File: config.mk
export PLATFORM = sky130hd
export DESIGN_NAME = smc_core
export DESIGN_NICKNAME = d
export VERILOG_FILES = /design/src/hw/smc_pkg.sv /design/src/hw/smc_core.sv
export SDC_FILE = /design/constraint.sdc
export NUM_CORES = 1
export LEC_CHECK = 0
export BUFFER_PORTS_ARGS = -buffer_cell sky130_fd_sc_hd__buf_2
export CORE_UTILIZATION = 40
export DETAILED_ROUTE_END_ITERATION = 16
export PLACE_DENSITY_LB_ADDON = 0.2
export SLEW_MARGIN = 15
export SYNTH_ARGS = -nofsm -noshare
export SYNTH_HDL_FRONTEND = slang
export SYNTH_SLANG_ARGS = --single-unit
File: constraint.sdc
create_clock -name ref_clk -period 2.37 [get_ports ref_clk]
set_input_delay 0.474 -clock ref_clk [delete_from_list [all_inputs] [get_ports ref_clk]]
set_output_delay 0.474 -clock ref_clk [all_outputs]
set_load 0.05 [all_outputs]
File: src/hw/smc_pkg.sv
// Constants and types for the serial master/slave controller.
// Assumes one clock domain; link pins arrive unsynchronised from outside.
package smc_pkg;
	localparam int DATA_W = 9;
	localparam int DIV_W = 8;
	localparam int ADDR_W = 8;
	localparam logic [3:0] CHAR_LEN_8 = 4'h8;
	localparam logic [3:0] CHAR_LEN_9 = 4'h9;
	localparam logic [3:0] BIT_ZERO = 4'h0;
	localparam logic [3:0] BIT_ONE = 4'h1;
	localparam logic [DIV_W-1:0] DIV_ZERO = 8'h00;
	// Pin vector order in the input filter.
	localparam int PIN_SCK = 0;
	localparam int PIN_MOSI = 1;
	localparam int PIN_MISO = 2;
	localparam int PIN_SS = 3;
	// Filter idle value: select high, others low.
	localparam logic [3:0] PIN_IDLE = 4'h8;
	localparam logic [DATA_W-1:0] DATA_ZERO = 9'h000;
	typedef enum logic [3:0] {
		SMC_IDLE = 4'b0001,
		SMC_SETUP = 4'b0010,
		SMC_XFER = 4'b0100,
		SMC_HOLD = 4'b1000
	} smc_state_t;
endpackage

File: src/hw/smc_core.sv
// Serial master/slave controller: shifter, clock divider, holding and receive buffers.
// Assumes one 50 MHz clock and a synchronous reset; configuration inputs are steady while busy.
`timescale 1ns/10ps
module smc_core
(
	input wire logic ref_clk,
	input wire logic rst,
	input wire logic master_mode,
	input wire logic cpol,
	input wire logic cpha,
	input wire logic lsb_first,
	input wire logic char9,
	input wire logic [smc_pkg::DIV_W-1:0] clk_div,
	input wire logic addr_en,
	input wire logic [smc_pkg::ADDR_W-1:0] own_addr,
	input wire logic [smc_pkg::DATA_W-1:0] tx_data,
	input wire logic tx_valid,
	output logic tx_ready,
	output logic [smc_pkg::DATA_W-1:0] rx_data,
	output logic rx_valid,
	input wire logic rx_ready,
	output logic rx_overrun,
	output logic busy,
	input wire logic sck_i,
	output logic sck_o,
	output logic sck_oe,
	input wire logic mosi_i,
	output logic mosi_o,
	output logic mosi_oe,
	input wire logic miso_i,
	output logic miso_o,
	output logic miso_oe,
	input wire logic ss_n_i,
	output logic ss_n_o,
	output logic ss_n_oe
);
	// Position of bit number idx within a character of length len.
	function automatic logic [3:0] bit_pos(input logic [3:0] idx, input logic lsb, input logic [3:0] len);
		bit_pos = lsb ? idx : 4'(len - idx - smc_pkg::BIT_ONE);
	endfunction

	smc_pkg::smc_state_t st_r, st_nxt;
	logic [3:0] s1_r, s2_r, s3_r, f_r, f_prev_r;
	logic [smc_pkg::DIV_W-1:0] div_r;
	logic sck_r, sck_oe_r, ss_n_r, ss_oe_r, dout_r, mosi_oe_r, miso_oe_r;
	logic [smc_pkg::DATA_W-1:0] hold_r, tx_sh_r, rx_sh_r, rx_head_r, rx_tail_r;
	logic hold_v_r, tx_ready_r, rx_head_v_r, rx_tail_v_r, ovr_r, busy_r;
	logic [3:0] bit_cnt_r;
	logic more_r, addr_phase_r, matched_r, sel_r;
	localparam int DATA_W = smc_pkg::DATA_W;
	wire [3:0] len = char9 ? smc_pkg::CHAR_LEN_9 : smc_pkg::CHAR_LEN_8;
	wire tick = (div_r == clk_div);
	wire m_lead = master_mode && st_r == smc_pkg::SMC_XFER && tick && sck_r == cpol;
	wire m_trail = master_mode && st_r == smc_pkg::SMC_XFER && tick && sck_r != cpol;
	wire s_sck_chg = f_r[smc_pkg::PIN_SCK] != f_prev_r[smc_pkg::PIN_SCK];
	wire s_sel = !master_mode && !f_r[smc_pkg::PIN_SS];
	wire s_lead = s_sel && sel_r && s_sck_chg && f_r[smc_pkg::PIN_SCK] != cpol;
	wire s_trail = s_sel && sel_r && s_sck_chg && f_r[smc_pkg::PIN_SCK] == cpol;
	wire s_start = s_sel && !sel_r;
	wire s_end = !master_mode && f_r[smc_pkg::PIN_SS] && sel_r;
	wire lead = m_lead || s_lead;
	wire trail = m_trail || s_trail;
	wire samp = cpha ? trail : lead;
	wire shft = cpha ? lead : trail;
	wire din = master_mode ? f_r[smc_pkg::PIN_MISO] : f_r[smc_pkg::PIN_MOSI];
	wire last_samp = samp && bit_cnt_r == 4'(len - smc_pkg::BIT_ONE);
	wire [smc_pkg::DATA_W-1:0] rx_done = rx_sh_r | (DATA_W'(din) << bit_pos(bit_cnt_r, lsb_first, len));
	wire m_start = master_mode && st_r == smc_pkg::SMC_IDLE && hold_v_r;
	wire load = m_start || s_start || last_samp;
	wire take_hold = load && hold_v_r;
	wire char_more = cpha ? (last_samp && hold_v_r) : more_r;
	wire m_stop = m_trail && (cpha ? last_samp : bit_cnt_r == smc_pkg::BIT_ZERO) && !char_more;
	wire addr_ok = rx_done[smc_pkg::ADDR_W-1:0] == own_addr;
	wire push = last_samp && !(master_mode == 1'b0 && addr_en && (addr_phase_r || !matched_r));
	wire pop = rx_head_v_r && rx_ready;

	// Three-stage pin capture; a level counts once stages two and three agree.
	always_ff @(posedge ref_clk)
	begin
		if (rst)
		begin
			s1_r <= smc_pkg::PIN_IDLE;
			s2_r <= smc_pkg::PIN_IDLE;
			s3_r <= smc_pkg::PIN_IDLE;
			f_r <= smc_pkg::PIN_IDLE;
			f_prev_r <= smc_pkg::PIN_IDLE;
		end
		else
		begin
			s1_r <= {ss_n_i, miso_i, mosi_i, sck_i};
			s2_r <= s1_r;
			s3_r <= s2_r;
			f_r <= (f_r & (s2_r ^ s3_r)) | (s3_r & ~(s2_r ^ s3_r)); // Hold the old level while stages disagree.
			f_prev_r <= f_r;
		end
	end

	// Master sequencing: select low, clock out whole characters, select high.
	always_comb
	begin
		st_nxt = st_r;
		unique case (st_r)
			smc_pkg::SMC_IDLE: if (m_start) st_nxt = smc_pkg::SMC_SETUP;
			smc_pkg::SMC_SETUP: if (tick) st_nxt = smc_pkg::SMC_XFER;
			smc_pkg::SMC_XFER: if (m_stop) st_nxt = smc_pkg::SMC_HOLD;
			smc_pkg::SMC_HOLD: if (tick) st_nxt = smc_pkg::SMC_IDLE;
			default: st_nxt = smc_pkg::SMC_IDLE;
		endcase
		if (!master_mode)
			st_nxt = smc_pkg::SMC_IDLE;
	end

	// Divider and master pin drivers.
	always_ff @(posedge ref_clk)
	begin
		if (rst)
		begin
			st_r <= smc_pkg::SMC_IDLE;
			div_r <= smc_pkg::DIV_ZERO;
			sck_r <= 1'b0;
			sck_oe_r <= 1'b0;
			ss_n_r <= 1'b1;
			ss_oe_r <= 1'b0;
			mosi_oe_r <= 1'b0;
		end
		else
		begin
			st_r <= st_nxt;
			div_r <= (tick || st_r == smc_pkg::SMC_IDLE) ? smc_pkg::DIV_ZERO : div_r + 1'b1;
			sck_r <= (st_r == smc_pkg::SMC_XFER && tick) ? !sck_r : (st_r == smc_pkg::SMC_XFER ? sck_r : cpol);
			sck_oe_r <= master_mode;
			ss_n_r <= !(st_nxt != smc_pkg::SMC_IDLE);
			ss_oe_r <= master_mode;
			mosi_oe_r <= master_mode;
		end
	end

	// Shifter: sample and shift on the configured edges, reload at character end.
	always_ff @(posedge ref_clk)
	begin
		if (rst)
		begin
			tx_sh_r <= smc_pkg::DATA_ZERO;
			rx_sh_r <= smc_pkg::DATA_ZERO;
			bit_cnt_r <= smc_pkg::BIT_ZERO;
			dout_r <= 1'b0;
			more_r <= 1'b0;
			sel_r <= 1'b0;
			addr_phase_r <= 1'b0;
			matched_r <= 1'b0;
			miso_oe_r <= 1'b0;
		end
		else
		begin
			sel_r <= s_sel;
			if (load)
				tx_sh_r <= hold_v_r ? hold_r : smc_pkg::DATA_ZERO;
			if (last_samp)
				more_r <= hold_v_r;
			if (s_start || m_start || s_end)
			begin
				bit_cnt_r <= smc_pkg::BIT_ZERO;
				rx_sh_r <= smc_pkg::DATA_ZERO;
			end
			else if (samp)
			begin
				bit_cnt_r <= last_samp ? smc_pkg::BIT_ZERO : bit_cnt_r + smc_pkg::BIT_ONE;
				rx_sh_r <= last_samp ? smc_pkg::DATA_ZERO : rx_done;
			end
			if (!cpha && (m_start || s_start))
				dout_r <= hold_r[bit_pos(smc_pkg::BIT_ZERO, lsb_first, len)];
			else if (shft)
				dout_r <= tx_sh_r[bit_pos(bit_cnt_r, lsb_first, len)];
			if (s_start)
			begin
				addr_phase_r <= addr_en;
				matched_r <= !addr_en;
			end
			else if (last_samp && addr_phase_r)
			begin
				addr_phase_r <= 1'b0;
				matched_r <= addr_ok;
			end
			miso_oe_r <= s_sel && sel_r && matched_r && !s_end;
		end
	end

	// Holding register and two-entry receive buffer.
	always_ff @(posedge ref_clk)
	begin
		if (rst)
		begin
			hold_r <= smc_pkg::DATA_ZERO;
			hold_v_r <= 1'b0;
			tx_ready_r <= 1'b0;
			rx_head_r <= smc_pkg::DATA_ZERO;
			rx_tail_r <= smc_pkg::DATA_ZERO;
			rx_head_v_r <= 1'b0;
			rx_tail_v_r <= 1'b0;
			ovr_r <= 1'b0;
			busy_r <= 1'b0;
		end
		else
		begin
			if (tx_valid && tx_ready_r)
			begin
				hold_r <= tx_data;
				hold_v_r <= 1'b1;
			end
			else if (take_hold)
				hold_v_r <= 1'b0;
			tx_ready_r <= !(hold_v_r && !take_hold) && !(tx_valid && tx_ready_r);
			if (pop)
			begin
				rx_head_r <= rx_tail_v_r ? rx_tail_r : rx_done;
				rx_head_v_r <= rx_tail_v_r || push;
				rx_tail_r <= rx_done;
				rx_tail_v_r <= rx_tail_v_r && push;
			end
			else if (push && !rx_head_v_r)
			begin
				rx_head_r <= rx_done;
				rx_head_v_r <= 1'b1;
			end
			else if (push && !rx_tail_v_r)
			begin
				rx_tail_r <= rx_done;
				rx_tail_v_r <= 1'b1;
			end
			ovr_r <= push && !pop && rx_head_v_r && rx_tail_v_r;
			busy_r <= master_mode ? st_nxt != smc_pkg::SMC_IDLE : s_sel;
		end
	end

	assign tx_ready = tx_ready_r;
	assign rx_data = rx_head_r;
	assign rx_valid = rx_head_v_r;
	assign rx_overrun = ovr_r;
	assign busy = busy_r;
	assign sck_o = sck_r;
	assign sck_oe = sck_oe_r;
	assign mosi_o = dout_r;
	assign mosi_oe = mosi_oe_r;
	assign miso_o = dout_r;
	assign miso_oe = miso_oe_r;
	assign ss_n_o = ss_n_r;
	assign ss_n_oe = ss_oe_r;
endmodule

# After elaboration in Yosys (flattened, before gate mapping)

Cells that the tools add are included.

Word-level logic and storage cells: 172
Flip-flop bits (word level): 93
Output and inout port bits: 21
Input port bits: 39

Reduce and logical (&&, ||, !) cells: 71
Bitwise operators: 7
Shift-type cells: 1
Multiplexer cells: 43
$add $sub $neg: 5
$lt $le $gt $ge: 2
Equality and inequality tests: 15

Operator list:

| cell                                                                         | count |
|---|---|
| 9-bit 2-to-1 mux                                                             | 8 |
| 1-bit logical AND                                                            | 37 |
| 4-bit 2-to-1 mux                                                             | 8 |
| 1-bit 2-to-1 mux                                                             | 24 |
| 1-bit logical NOT                                                            | 17 |
| 8-bit == test                                                                | 2 |
| 4-bit one-hot mux with 4 select lines                                        | 1 |
| 4-bit by 5-bit less-than comparator with 1-bit output, second input constant | 2 |
| 2-bit nonzero test                                                           | 5 |
| 9-bit OR                                                                     | 1 |
| 1-bit by 4-bit << shifter with 9-bit output                                  | 1 |
| 8-bit by 1-bit adder with 8-bit output, second input constant                | 1 |
| 4-bit AND                                                                    | 2 |
| 1-bit binary-select mux with 4-bit select                                    | 2 |
| 1-bit logical OR                                                             | 8 |
| 4-bit by 1-bit subtractor with 4-bit output, second input constant           | 2 |
| 4-bit by 1-bit adder with 4-bit output, second input constant                | 1 |
| 4-bit by 1-bit == test with 1-bit output, second input constant              | 1 |
| 4-bit by 2-bit == test with 1-bit output, second input constant              | 1 |
| 4-bit by 3-bit == test with 1-bit output, second input constant              | 1 |
| 4-bit == test                                                                | 1 |
| 4-bit == test, second input constant                                         | 1 |
| 4-bit logical NOT                                                            | 1 |
| 4-bit by 1-bit != test with 1-bit output, second input constant              | 1 |
| 11 further kinds                                                             | 15 |

# Longest topological paths before layout

Gate-level depths: netlist of run 1.

Depth in word-level cells: 17
Gate-level depth with buffers: 12
Depth with buffers taken out: 10

# Worst setup path after synthesis of run 1

Ideal clock, no wire load.

Path kind: input to register
Start point: input port char9
End point: register matched_r
Buffers on the path: 0
Stages: 9
Data arrival time: 2.481 ns
Library setup time: 0.074 ns
Data required time: 2.296 ns
Path slack: -0.185 ns
Cells stage by stage: ha_1 -> ha_1 -> mux2i_1 -> nand3_1 -> a222oi_1 -> nand4_1 -> a2111oi_0 -> nand4_1 -> a31oi_1

Cells in the longest elaborated chain, start to end: 9
Elaborated cells on any way between the ends: 14
Classes of those cells: 3 x add/sub; 2 x eq/ne; 1 x shift; 4 x mux; 1 x bitwise; 3 x reduce/logical

Ends and longest elaborated chain:

| what                                        | RTL line        | RTL |
|---|---|---|
| start, declared                             | smc_core.sv:12  | `input wire logic char9,` |
| 1-bit 2-to-1 mux (*)                        | smc_core.sv:51  | `wire [3:0] len = char9 ? smc_pkg::CHAR_LEN_9 : smc_pkg::CHAR_LEN_8;` |
| 4-bit subtractor                            | smc_core.sv:39  | `bit_pos = lsb ? idx : 4'(len - idx - smc_pkg::BIT_ONE);` |
| 4-bit by 1-bit subtractor with 4-bit output | smc_core.sv:39  |  |
| 4-bit 2-to-1 mux                            | smc_core.sv:39  |  |
| 1-bit by 4-bit << shifter with 9-bit output | smc_core.sv:67  | `wire [smc_pkg::DATA_W-1:0] rx_done = rx_sh_r \| (DATA_W'(din) << bit_pos(bit_cnt_r, lsb_first, len));` |
| 9-bit OR                                    | smc_core.sv:67  |  |
| 8-bit == test                               | smc_core.sv:73  | `wire addr_ok = rx_done[smc_pkg::ADDR_W-1:0] == own_addr;` |
| 1-bit 2-to-1 mux                            | smc_core.sv:179 | `else if (last_samp && addr_phase_r)` |
| 1-bit 2-to-1 mux                            | smc_core.sv:174 | `if (s_start)` |
| end signal, assigned                        | smc_core.sv:177 | `matched_r <= !addr_en;` |
| end signal, assigned                        | smc_core.sv:182 | `matched_r <= addr_ok;` |
| end, declared                               | smc_core.sv:49  | `logic more_r, addr_phase_r, matched_r, sel_r;` |

Mark *: on every way between the ends. The rest lies on a longest branch, timed or not. The select of a mux whose other input is x is not followed.
A chain may end at the register's enable or synchronous reset.

# Final worst setup path of run 1

Start point: register st_r[1]
End point: register rx_tail_r[8] (netlist name)

Cells in the longest elaborated chain, start to end: 11
Elaborated cells on any way between the ends: 15
Classes of those cells: 2 x eq/ne; 1 x mux; 12 x reduce/logical

Ends and longest elaborated chain:

| what                                                          | RTL line                         | RTL |
|---|---|---|
| start, declared                                               | smc_core.sv:42                   | `smc_pkg::smc_state_t st_r, st_nxt;` |
| start signal, assigned                                        | smc_core.sv:118                  | `st_r <= smc_pkg::SMC_IDLE;` |
| start signal, assigned                                        | smc_core.sv:128                  | `st_r <= st_nxt;` |
| 4-bit by 3-bit == test with 1-bit output (*)                  | smc_core.sv:53, smc_core.sv:54   |  |
| 1-bit logical AND (*) (2 in series)                           | smc_core.sv:53, smc_core.sv:54   |  |
| 1-bit logical AND (on tied branches)                          | smc_core.sv:53, smc_core.sv:54   |  |
| 1-bit logical OR (on tied branches)                           | smc_core.sv:61, smc_core.sv:62   |  |
| 1-bit 2-to-1 mux (*)                                          | smc_core.sv:63                   | `wire samp = cpha ? trail : lead;` |
| 1-bit logical AND (*)                                         | smc_core.sv:66                   | `wire last_samp = samp && bit_cnt_r == 4'(len - smc_pkg::BIT_ONE);` |
| 1-bit logical AND (*)                                         | smc_core.sv:74                   | `wire push = last_samp && !(master_mode == 1'b0 && addr_en && (addr_phase_r \|\| !matched_r));` |
| 1-bit logical AND (on tied branches)                          | smc_core.sv:220, smc_core.sv:225 |  |
| 2-bit != test (no line) or 2-bit nonzero test (tied branches) | n/a                              |  |
| 2-bit AND reduction (no line) (*)                             | n/a                              |  |
| end signal, assigned                                          | smc_core.sv:197                  | `rx_tail_r <= smc_pkg::DATA_ZERO;` |
| end signal, assigned                                          | smc_core.sv:217                  | `rx_tail_r <= rx_done;` |
| end signal, assigned                                          | smc_core.sv:227                  | `rx_tail_r <= rx_done;` |
| end, declared                                                 | smc_core.sv:46                   | `logic [smc_pkg::DATA_W-1:0] hold_r, tx_sh_r, rx_sh_r, rx_head_r, rx_tail_r;` |

Mark *: on every way between the ends. The rest lies on a longest branch, timed or not.

==> results of run 1 <==
[worst min path at each step]
stage | start | end | slack, ns | cells after the start
2_1_floorplan | s1_r[3]$_SDFF_PP1_ | s2_r[3]$_SDFF_PP1_ | 0.39 | 1
3_3_place_gp | s1_r[3]$_SDFF_PP1_ | s2_r[3]$_SDFF_PP1_ | 0.39 | 1
3_5_place_dp | s1_r[3]$_SDFF_PP1_ | s2_r[3]$_SDFF_PP1_ | 0.40 | 1
4_1_cts | ss_n_i | s1_r[3]$_SDFF_PP1_ | 0.30 | 2
5_1_grt | ss_n_i | s1_r[3]$_SDFF_PP1_ | 0.31 | 2
6_report | ss_n_i | s1_r[3]$_SDFF_PP1_ | 0.31 | 2
[synth_stat cells, types with 4 or more instances]
cell type | count | area [sq um]
inv_1 | 15 | 56.3
ha_1 | 5 | 62.6
mux2i_1 | 8 | 80.1
nor2b_1 | 18 | 113
o21ai_0 | 16 | 80.1
dfxtp_1 | 93 | 1860
a31oi_1 | 8 | 50.1
nand3_1 | 22 | 110
o211ai_1 | 11 | 82.6
nor4b_1 | 4 | 35.0
xor2_1 | 14 | 123
clkbuf_1 | 20 | 75.1
a211oi_1 | 10 | 75.1
a21oi_1 | 67 | 335
nor4_1 | 5 | 31.3
o21a_1 | 4 | 30.0
or2_2 | 6 | 37.5
nand3b_1 | 13 | 97.6
nand2_1 | 46 | 173
nor3_1 | 12 | 60.1
nor3b_1 | 4 | 30.0
o22ai_1 | 4 | 25.0
nand2b_1 | 13 | 81.3
xnor2_1 | 6 | 52.6
buf_4 | 7 | 52.6
and2_1 | 4 | 25.0
nor2_1 | 62 | 233
nand4_1 | 4 | 25.0
and3_1 | 7 | 43.8
[cells by family (layout without fill, tap and decap cells)]
group / after synthesis / after routing / share of synthesized area [%]
and+or+nand+nor: 237 / 237 / 26.7
xor gates and xnor gates: 20 / 20 / 3.71
AOI/OAI and AO/OA: 148 / 148 / 20.1
DFF: 93 / 93 / 39.4
muxes: 13 / 13 / 3.37
adders and majority gates: 5 / 5 / 1.33
buffers and inverters: 52 / 149 / 5.30
[power by group]
group	internal, mW	switching, mW	leakage, nW	total (mW)
Combinational	0.174	0.236	1.38	0.411
Sequential	1.59	0.0166	0.755	1.60
Clock	0.838	0.648	0.148	1.49
Total	2.60	0.901	2.28	3.50
[per-layer routing]
| metal | wire [microns] | share of wire, % | vias up | GRT usage [%] |
|---|---|---|---|---|
| li1 | - | - | 2202 | - |
| met1 | 5850 | 49 | 2013 | 27.9 |
| met2 | 5400 | 45 | 103 | 31.6 |
| met3 | 623 | 5.2 | 12 | 3.29 |
| met4 | 153 | 1.3 | 0 | 5.78 |
| met5 | 0 | 0 | - | 0 |
[registers in the layout, summed over array words and instances (netlist names), 4 cells and up, named ones only]
name and flops:
bit_cnt_r 4, div_r 8, hold_r 9, rx_data 9
rx_sh_r 9, rx_tail_r 9, s1_r 4, s2_r 4
s3_r 4, st_r 4, tx_sh_r 9
[per-stage QoR]
step                hold slack, ns  area [sq um]
floorplan                    0.389          4760
global placement             0.393          5500
detailed placement           0.396          5500
CTS                          0.300          5810
global route                 0.313          5880
finish                       0.311          5880
[what timing repair did]
| action | in CTS | in global routing |
|---|---|---|
| gates resized for setup | 1 | 14 |
| hold buffers | 0 | 0 |
| pin swaps | 0 | 8 |
| endpoints found under the setup margin | 1 | 42 |
[layout make-up]
cell class / count / area share (%)
multi-input combinational: 423 / 46.0
inverter: 15 / 0.958
tap: 143 / 3.04
timing repair buffer: 119 / 13.0
sequential: 93 / 31.7
clock inverter: 6 / 1.36
clock buffer: 9 / 3.83
==> flow_metrics.tcl, run 1 <==
set metrics [dict create \
    final_cell_mix "dfxtp_1 (90), a21oi_1 (66), nor2_1 (62)" \
    placed_cells 793 \
    fp.dieH_microns 111 \
    clk_path_buf_depth 2 \
    rsz0062_at_grt "no" \
    numCtsBuffers 9 \
    synth_flop_cell "dfxtp_1" \
    slew_viol_final 0 \
    grt_max_degree 37 \
    grt_pass1_wl_microns 19800 \
    post-route-min-period_ns 2.26 \
    status "complete, no violations" \
    vias 4330 \
    routed_via_density 5.36 \
    cp-start-kind "flip-flop" \
    finalCritPeriodShare_pct 95.5 \
    register_area_sq_mm 0.00187 \
    synth_cell_types 71 \
    htree_levels 3 \
    critPathBufInv 2 \
    drt_first_pass_iters 4 \
    io_buffers 59 \
    layout.cells.non_filler 808 \
    insertion_delay_ns 0.34 \
    r2r_slack_ns 0.11 \
    grt_util_all_layers_pct 20.0 \
    crit_cells 9 \
    io_pins 60 \
    dieArea_sq_mm 0.0122 \
    drc_errors 0 \
    synth_fp_nets 612 \
    placementRows 39 \
    numClockSinks 93 \
    setup_viol 0 \
    antenna_found_initial 0 \
    fin_skew_ns 0.00899 \
    drt-initial-drc-count 259 \
    worstSetupPathType "reg -> reg" \
    power_leakage_nw 2.28 \
    hpwl_microns 9250 \
    cp_slowest_cell "o311a_4" \
    fin_util_pct 51.3 \
    crit_fanout 4 \
    r2r_start "st_r[1]$_SDFF_PP0_" \
    reg2reg_depth 9 \
    netlist_instances 568 \
    fin_ws_ns 0.108 \
    slew_headroom_pct 61.6 \
    ctsRootBufferMaster "clkbuf_16" \
    ys_ff_latch 93 \
    cp_slowest_stage_delay_ns 0.41 \
    grt_pass1_vias 4072 \
    cp.arrival_ns 2.50 \
    antenna_cells 0 \
    grt-ovfl-total 0 \
    yosys_warnings 0 \
    synth_edf_count 0 \
    multi_input_area_sq_mm 0.00271 \
    die_w_microns 111 \
    worstHoldPathType "in -> reg" \
    synth_area_sq_mm 0.00472 \
    cts_tree "yes" \
    synthArstFlopShare_pct 0 \
    worstSetupStartpoint "st_r[1]$_SDFF_PP0_" \
    hold_viol_final 0 \
    cts.clk_slew.worst_paths_ns 0.07 \
    globalplace.congestion 0.837 \
    synth.yosys.seq_area_share_pct 39.4 \
    critPathCapture "rx_tail_r[8]$_SDFFE_PP0P_" \
    tns_ns 0 \
    area_growth_pct 24.5 \
    avgSynthCellArea_sq_um 8.31 \
    cts_setup_buffers 0 \
    drv_cap 0 \
    pwr_density_cell_mw_per_mm2 595 \
    cp_cell_sequence "nor2_4 > and3_1 > nand2_2 > o311a_4 > buf_4 > o31ai_4 > buf_4 > nor2_1 > a311oi_2" \
    reg2reg_to "rx_tail_r[8]$_SDFFE_PP0P_" \
    report.power.total_mw 3.50 \
    drive_gt1_share_pct 26.0 \
    final_common_cell "dfxtp_1" \
    peakVddDrop_mv 0.458 \
    routed_wl_microns 12000 \
    core_area_sq_mm 0.0115 \
    required_ns 2.61 \
    postRouteAntennaNets 0 \
    cpMostUsedCell "buf_4" \
    dp_slack_ns -0.231 \
    crit_path_end_kind "flip-flop" \
    cp_top_family "compound AO/OA/AOI/OAI gates" \
    start_util_pct 41.2 \
    fill_cells 1057 \
    fin_nets 705 \
    timing.fmax_mhz 442 \
    tightest_slew_ns 0.575 \
    routedWlPerCell_microns 14.9 \
]
Note: power is estimated with default switching activity, not from simulation.
==> run 2: changes to the inputs <==
Settings changed: ABC_AREA from default to 1.
==> run 2 against run 1 <==
Net effect:
- critical path type unchanged
- clock skew increased by 0.0030 ns
- clock-buffer cell count up 1
- sequential power about the same
- largest cell class unchanged
- flip-flop and latch count is the same
==> flow_metrics.tcl, run 2 <==
set metrics [dict create \
    worstHoldPathType "in -> reg" \
    setup_viol 0 \
    antenna_cells 0 \
    synth_fp_nets 652 \
    tns_ns 0 \
    slew_viol_final 0 \
    core_area_sq_mm 0.0105 \
    hpwl_microns 7500 \
    avgSynthCellArea_sq_um 7.25 \
    synth.yosys.seq_area_share_pct 42.3 \
    grt_max_degree 32 \
    io_pins 60 \
    ctsRootBufferMaster "clkbuf_8" \
    r2r_slack_ns 0.19 \
    r2r_start "bit_cnt_r[0]$_SDFFE_PP0P_" \
    tightest_slew_ns 0.575 \
    postRouteAntennaNets 0 \
    ys_ff_latch 93 \
    fin_ws_ns 0.195 \
    worstSetupStartpoint "bit_cnt_r[0]$_SDFFE_PP0P_" \
    finalInstanceArea_sq_mm 0.00520 \
    required_ns 2.66 \
    grt_util_all_layers_pct 18.1 \
    slew_headroom_pct 61.3 \
    clk_path_buf_depth 2 \
    critPathCapture "matched_r$_SDFFE_PP0P_" \
    synth_cell_types 42 \
    synth_top_area_share_pct 42.3 \
    critPathBufInv 3 \
    final_cell_mix "nand2_1 (113), dfxtp_1 (92), nor2_1 (74)" \
    routed_via_density 4.87 \
    routedWlPerCell_microns 11.8 \
    power_leakage_nw 2.23 \
    netlist_instances 608 \
    synthTopCellsByCount "nand2_1 (115), dfxtp_1 (93), nor2_1 (74)" \
    reg2reg_depth 17 \
    cpMostUsedCell "nand2_1" \
    drt_first_pass_iters 5 \
    crit_cells 17 \
    cp_slowest_stage_delay_ns 0.35 \
    cp.arrival_ns 2.47 \
    synth_flop_cell "dfxtp_1" \
    timing.fmax_mhz 460 \
    fin_util_pct 49.5 \
    dieArea_sq_mm 0.0114 \
    fin_nets 729 \
    placed_cells 807 \
    finalCritPeriodShare_pct 91.8 \
    antenna_found_initial 0 \
    die_w_microns 107 \
    cp_top_family "simple AND/OR/NAND/NOR gates" \
    synthArstFlopShare_pct 0 \
    routed_wl_microns 9740 \
    hold_viol_final 0 \
    io_buffers 59 \
    numClockSinks 93 \
    dpl_cell_area_sq_mm 0.00496 \
    fp.dieH_microns 107 \
    start_util_pct 41.9 \
    layout.cells.non_filler 826 \
    drive_gt1_share_pct 22.0 \
    worstSetupPathType "reg -> reg" \
    globalplace.congestion 0.865 \
    drt-initial-drc-count 171 \
    htree_levels 3 \
    pwr_density_cell_mw_per_mm2 572 \
    cp-start-kind "flip-flop" \
    cp_cell_sequence "inv_1 > ha_1 > ha_1 > inv_1 > o21ai_2 > buf_4 > nor2_4 > nand3_2 > nand2_1 > nand2_1 > nand2_1 > nand2_1 > nor2_1 > nand2_1 > nand2_1 > nand2_1 > a21oi_2" \
    placementRows 37 \
    reg2reg_to "matched_r$_SDFFE_PP0P_" \
    drv_cap 0 \
    post-route-min-period_ns 2.18 \
    dp_slack_ns -0.0494 \
    synth_largest_area_cell "dfxtp_1" \
    cts_hold_buf 0 \
    yosys-top-cells-area "dfxtp_1 (42%), nand2_1 (9.8%), nand3_1 (6.4%)" \
    crit_path_end_kind "flip-flop" \
    drc_errors 0 \
    cp_slowest_cell "dfxtp_2" \
    grt-ovfl-total 0 \
    peakVddDrop_mv 0.383 \
    insertion_delay_ns 0.36 \
    yosysMostFrequentCell "nand2_1" \
    cts.clk_slew.worst_paths_ns 0.10 \
    vias 4019 \
    grt_pass1_wl_microns 16600 \
    synth_edf_count 0 \
    cts_tree "yes" \
    yosys_warnings 0 \
    fill_cells 1074 \
    crit_fanout 4 \
    grt_pass1_vias 3668 \
    status "complete, no violations" \
    synth_area_sq_mm 0.00441 \
    area_growth_pct 18.1 \
    final_common_cell "nand2_1" \
    numCtsBuffers 9 \
    fin_skew_ns 0.0120 \
]
==> run 2: cell families (layout without fill, tap and decap cells) <==
logic type / after synthesis / after routing / synth area share [%]
compound gates: 98 / 98 / 12.1
fa+ha+maj: 5 / 5 / 1.42
simple gates: 303 / 303 / 32.8
buf+inv: 96 / 178 / 8.69
flops: 93 / 93 / 42.3
xor+xnor: 13 / 13 / 2.75
==> run 2: stage by stage <==
step	hold WS, ns	total power [mW]
after floorplan	0.388	1.86
after global placement	0.390	1.96
after detailed placement	0.394	1.97
after CTS	0.293	2.99
after global routing	0.297	3.11
final	0.301	2.97
==> run 2: area by class of cell <==
type / instances / area (sq um) / share of cell area [%]
multi-input combinational: 419 / 2180 / 42.0
sequential: 93 / 1860 / 35.8
timing repair buffer: 85 / 503 / 9.67
inverter: 77 / 290 / 5.58
tap: 136 / 170 / 3.27
clock buffer: 10 / 138 / 2.65
clock inverter: 6 / 53.8 / 1.03
==> run 2: worst register-to-register path, cell delays in order, from the launching register on <==
cell	delay, ns
dfxtp_2	0.35
inv_1	0.08
ha_1	0.20
ha_1	0.28
inv_1	0.07
o21ai_2	0.07
buf_4	0.16
nor2_4	0.16
nand3_2	0.10
nand2_1	0.10
nand2_1	0.05
nand2_1	0.05
nand2_1	0.04
nor2_1	0.11
nand2_1	0.07
nand2_1	0.06
nand2_1	0.06
a21oi_2	0.11
==> run 2: timing repair <==
action	CTS	global route
resized for setup	0	6
setup endpoints to repair	0	1
buffers inserted	0	3
==> run 2: power by group <==
part	switching, mW	internal, mW
Sequential	0.0190	1.59
Clock	0.603	0.429
Combinational	0.209	0.120
==> run 2: how the worst min path moves through the flow <==
stage | start | to | slack [ns] | depth (start not counted)
CTS | ss_n_i | s1_r[3]$_SDFF_PP1_ | 0.29 | 2
floorplan | s1_r[0]$_SDFF_PP0_ | s2_r[0]$_SDFF_PP0_ | 0.39 | 2
detailed placement | s1_r[3]$_SDFF_PP1_ | s2_r[3]$_SDFF_PP1_ | 0.39 | 1
global placement | s1_r[2]$_SDFF_PP0_ | s2_r[2]$_SDFF_PP0_ | 0.39 | 2
global route | ss_n_i | s1_r[3]$_SDFF_PP1_ | 0.30 | 2
finish | ss_n_i | s1_r[3]$_SDFF_PP1_ | 0.30 | 2
==> run 2: routing by layer <==
metal	share of wire, %	GRT usage [%]
met1	49	23.7
met2	46	30.4
met3	3.5	2.67
met4	1.4	5.87
met5	0	0
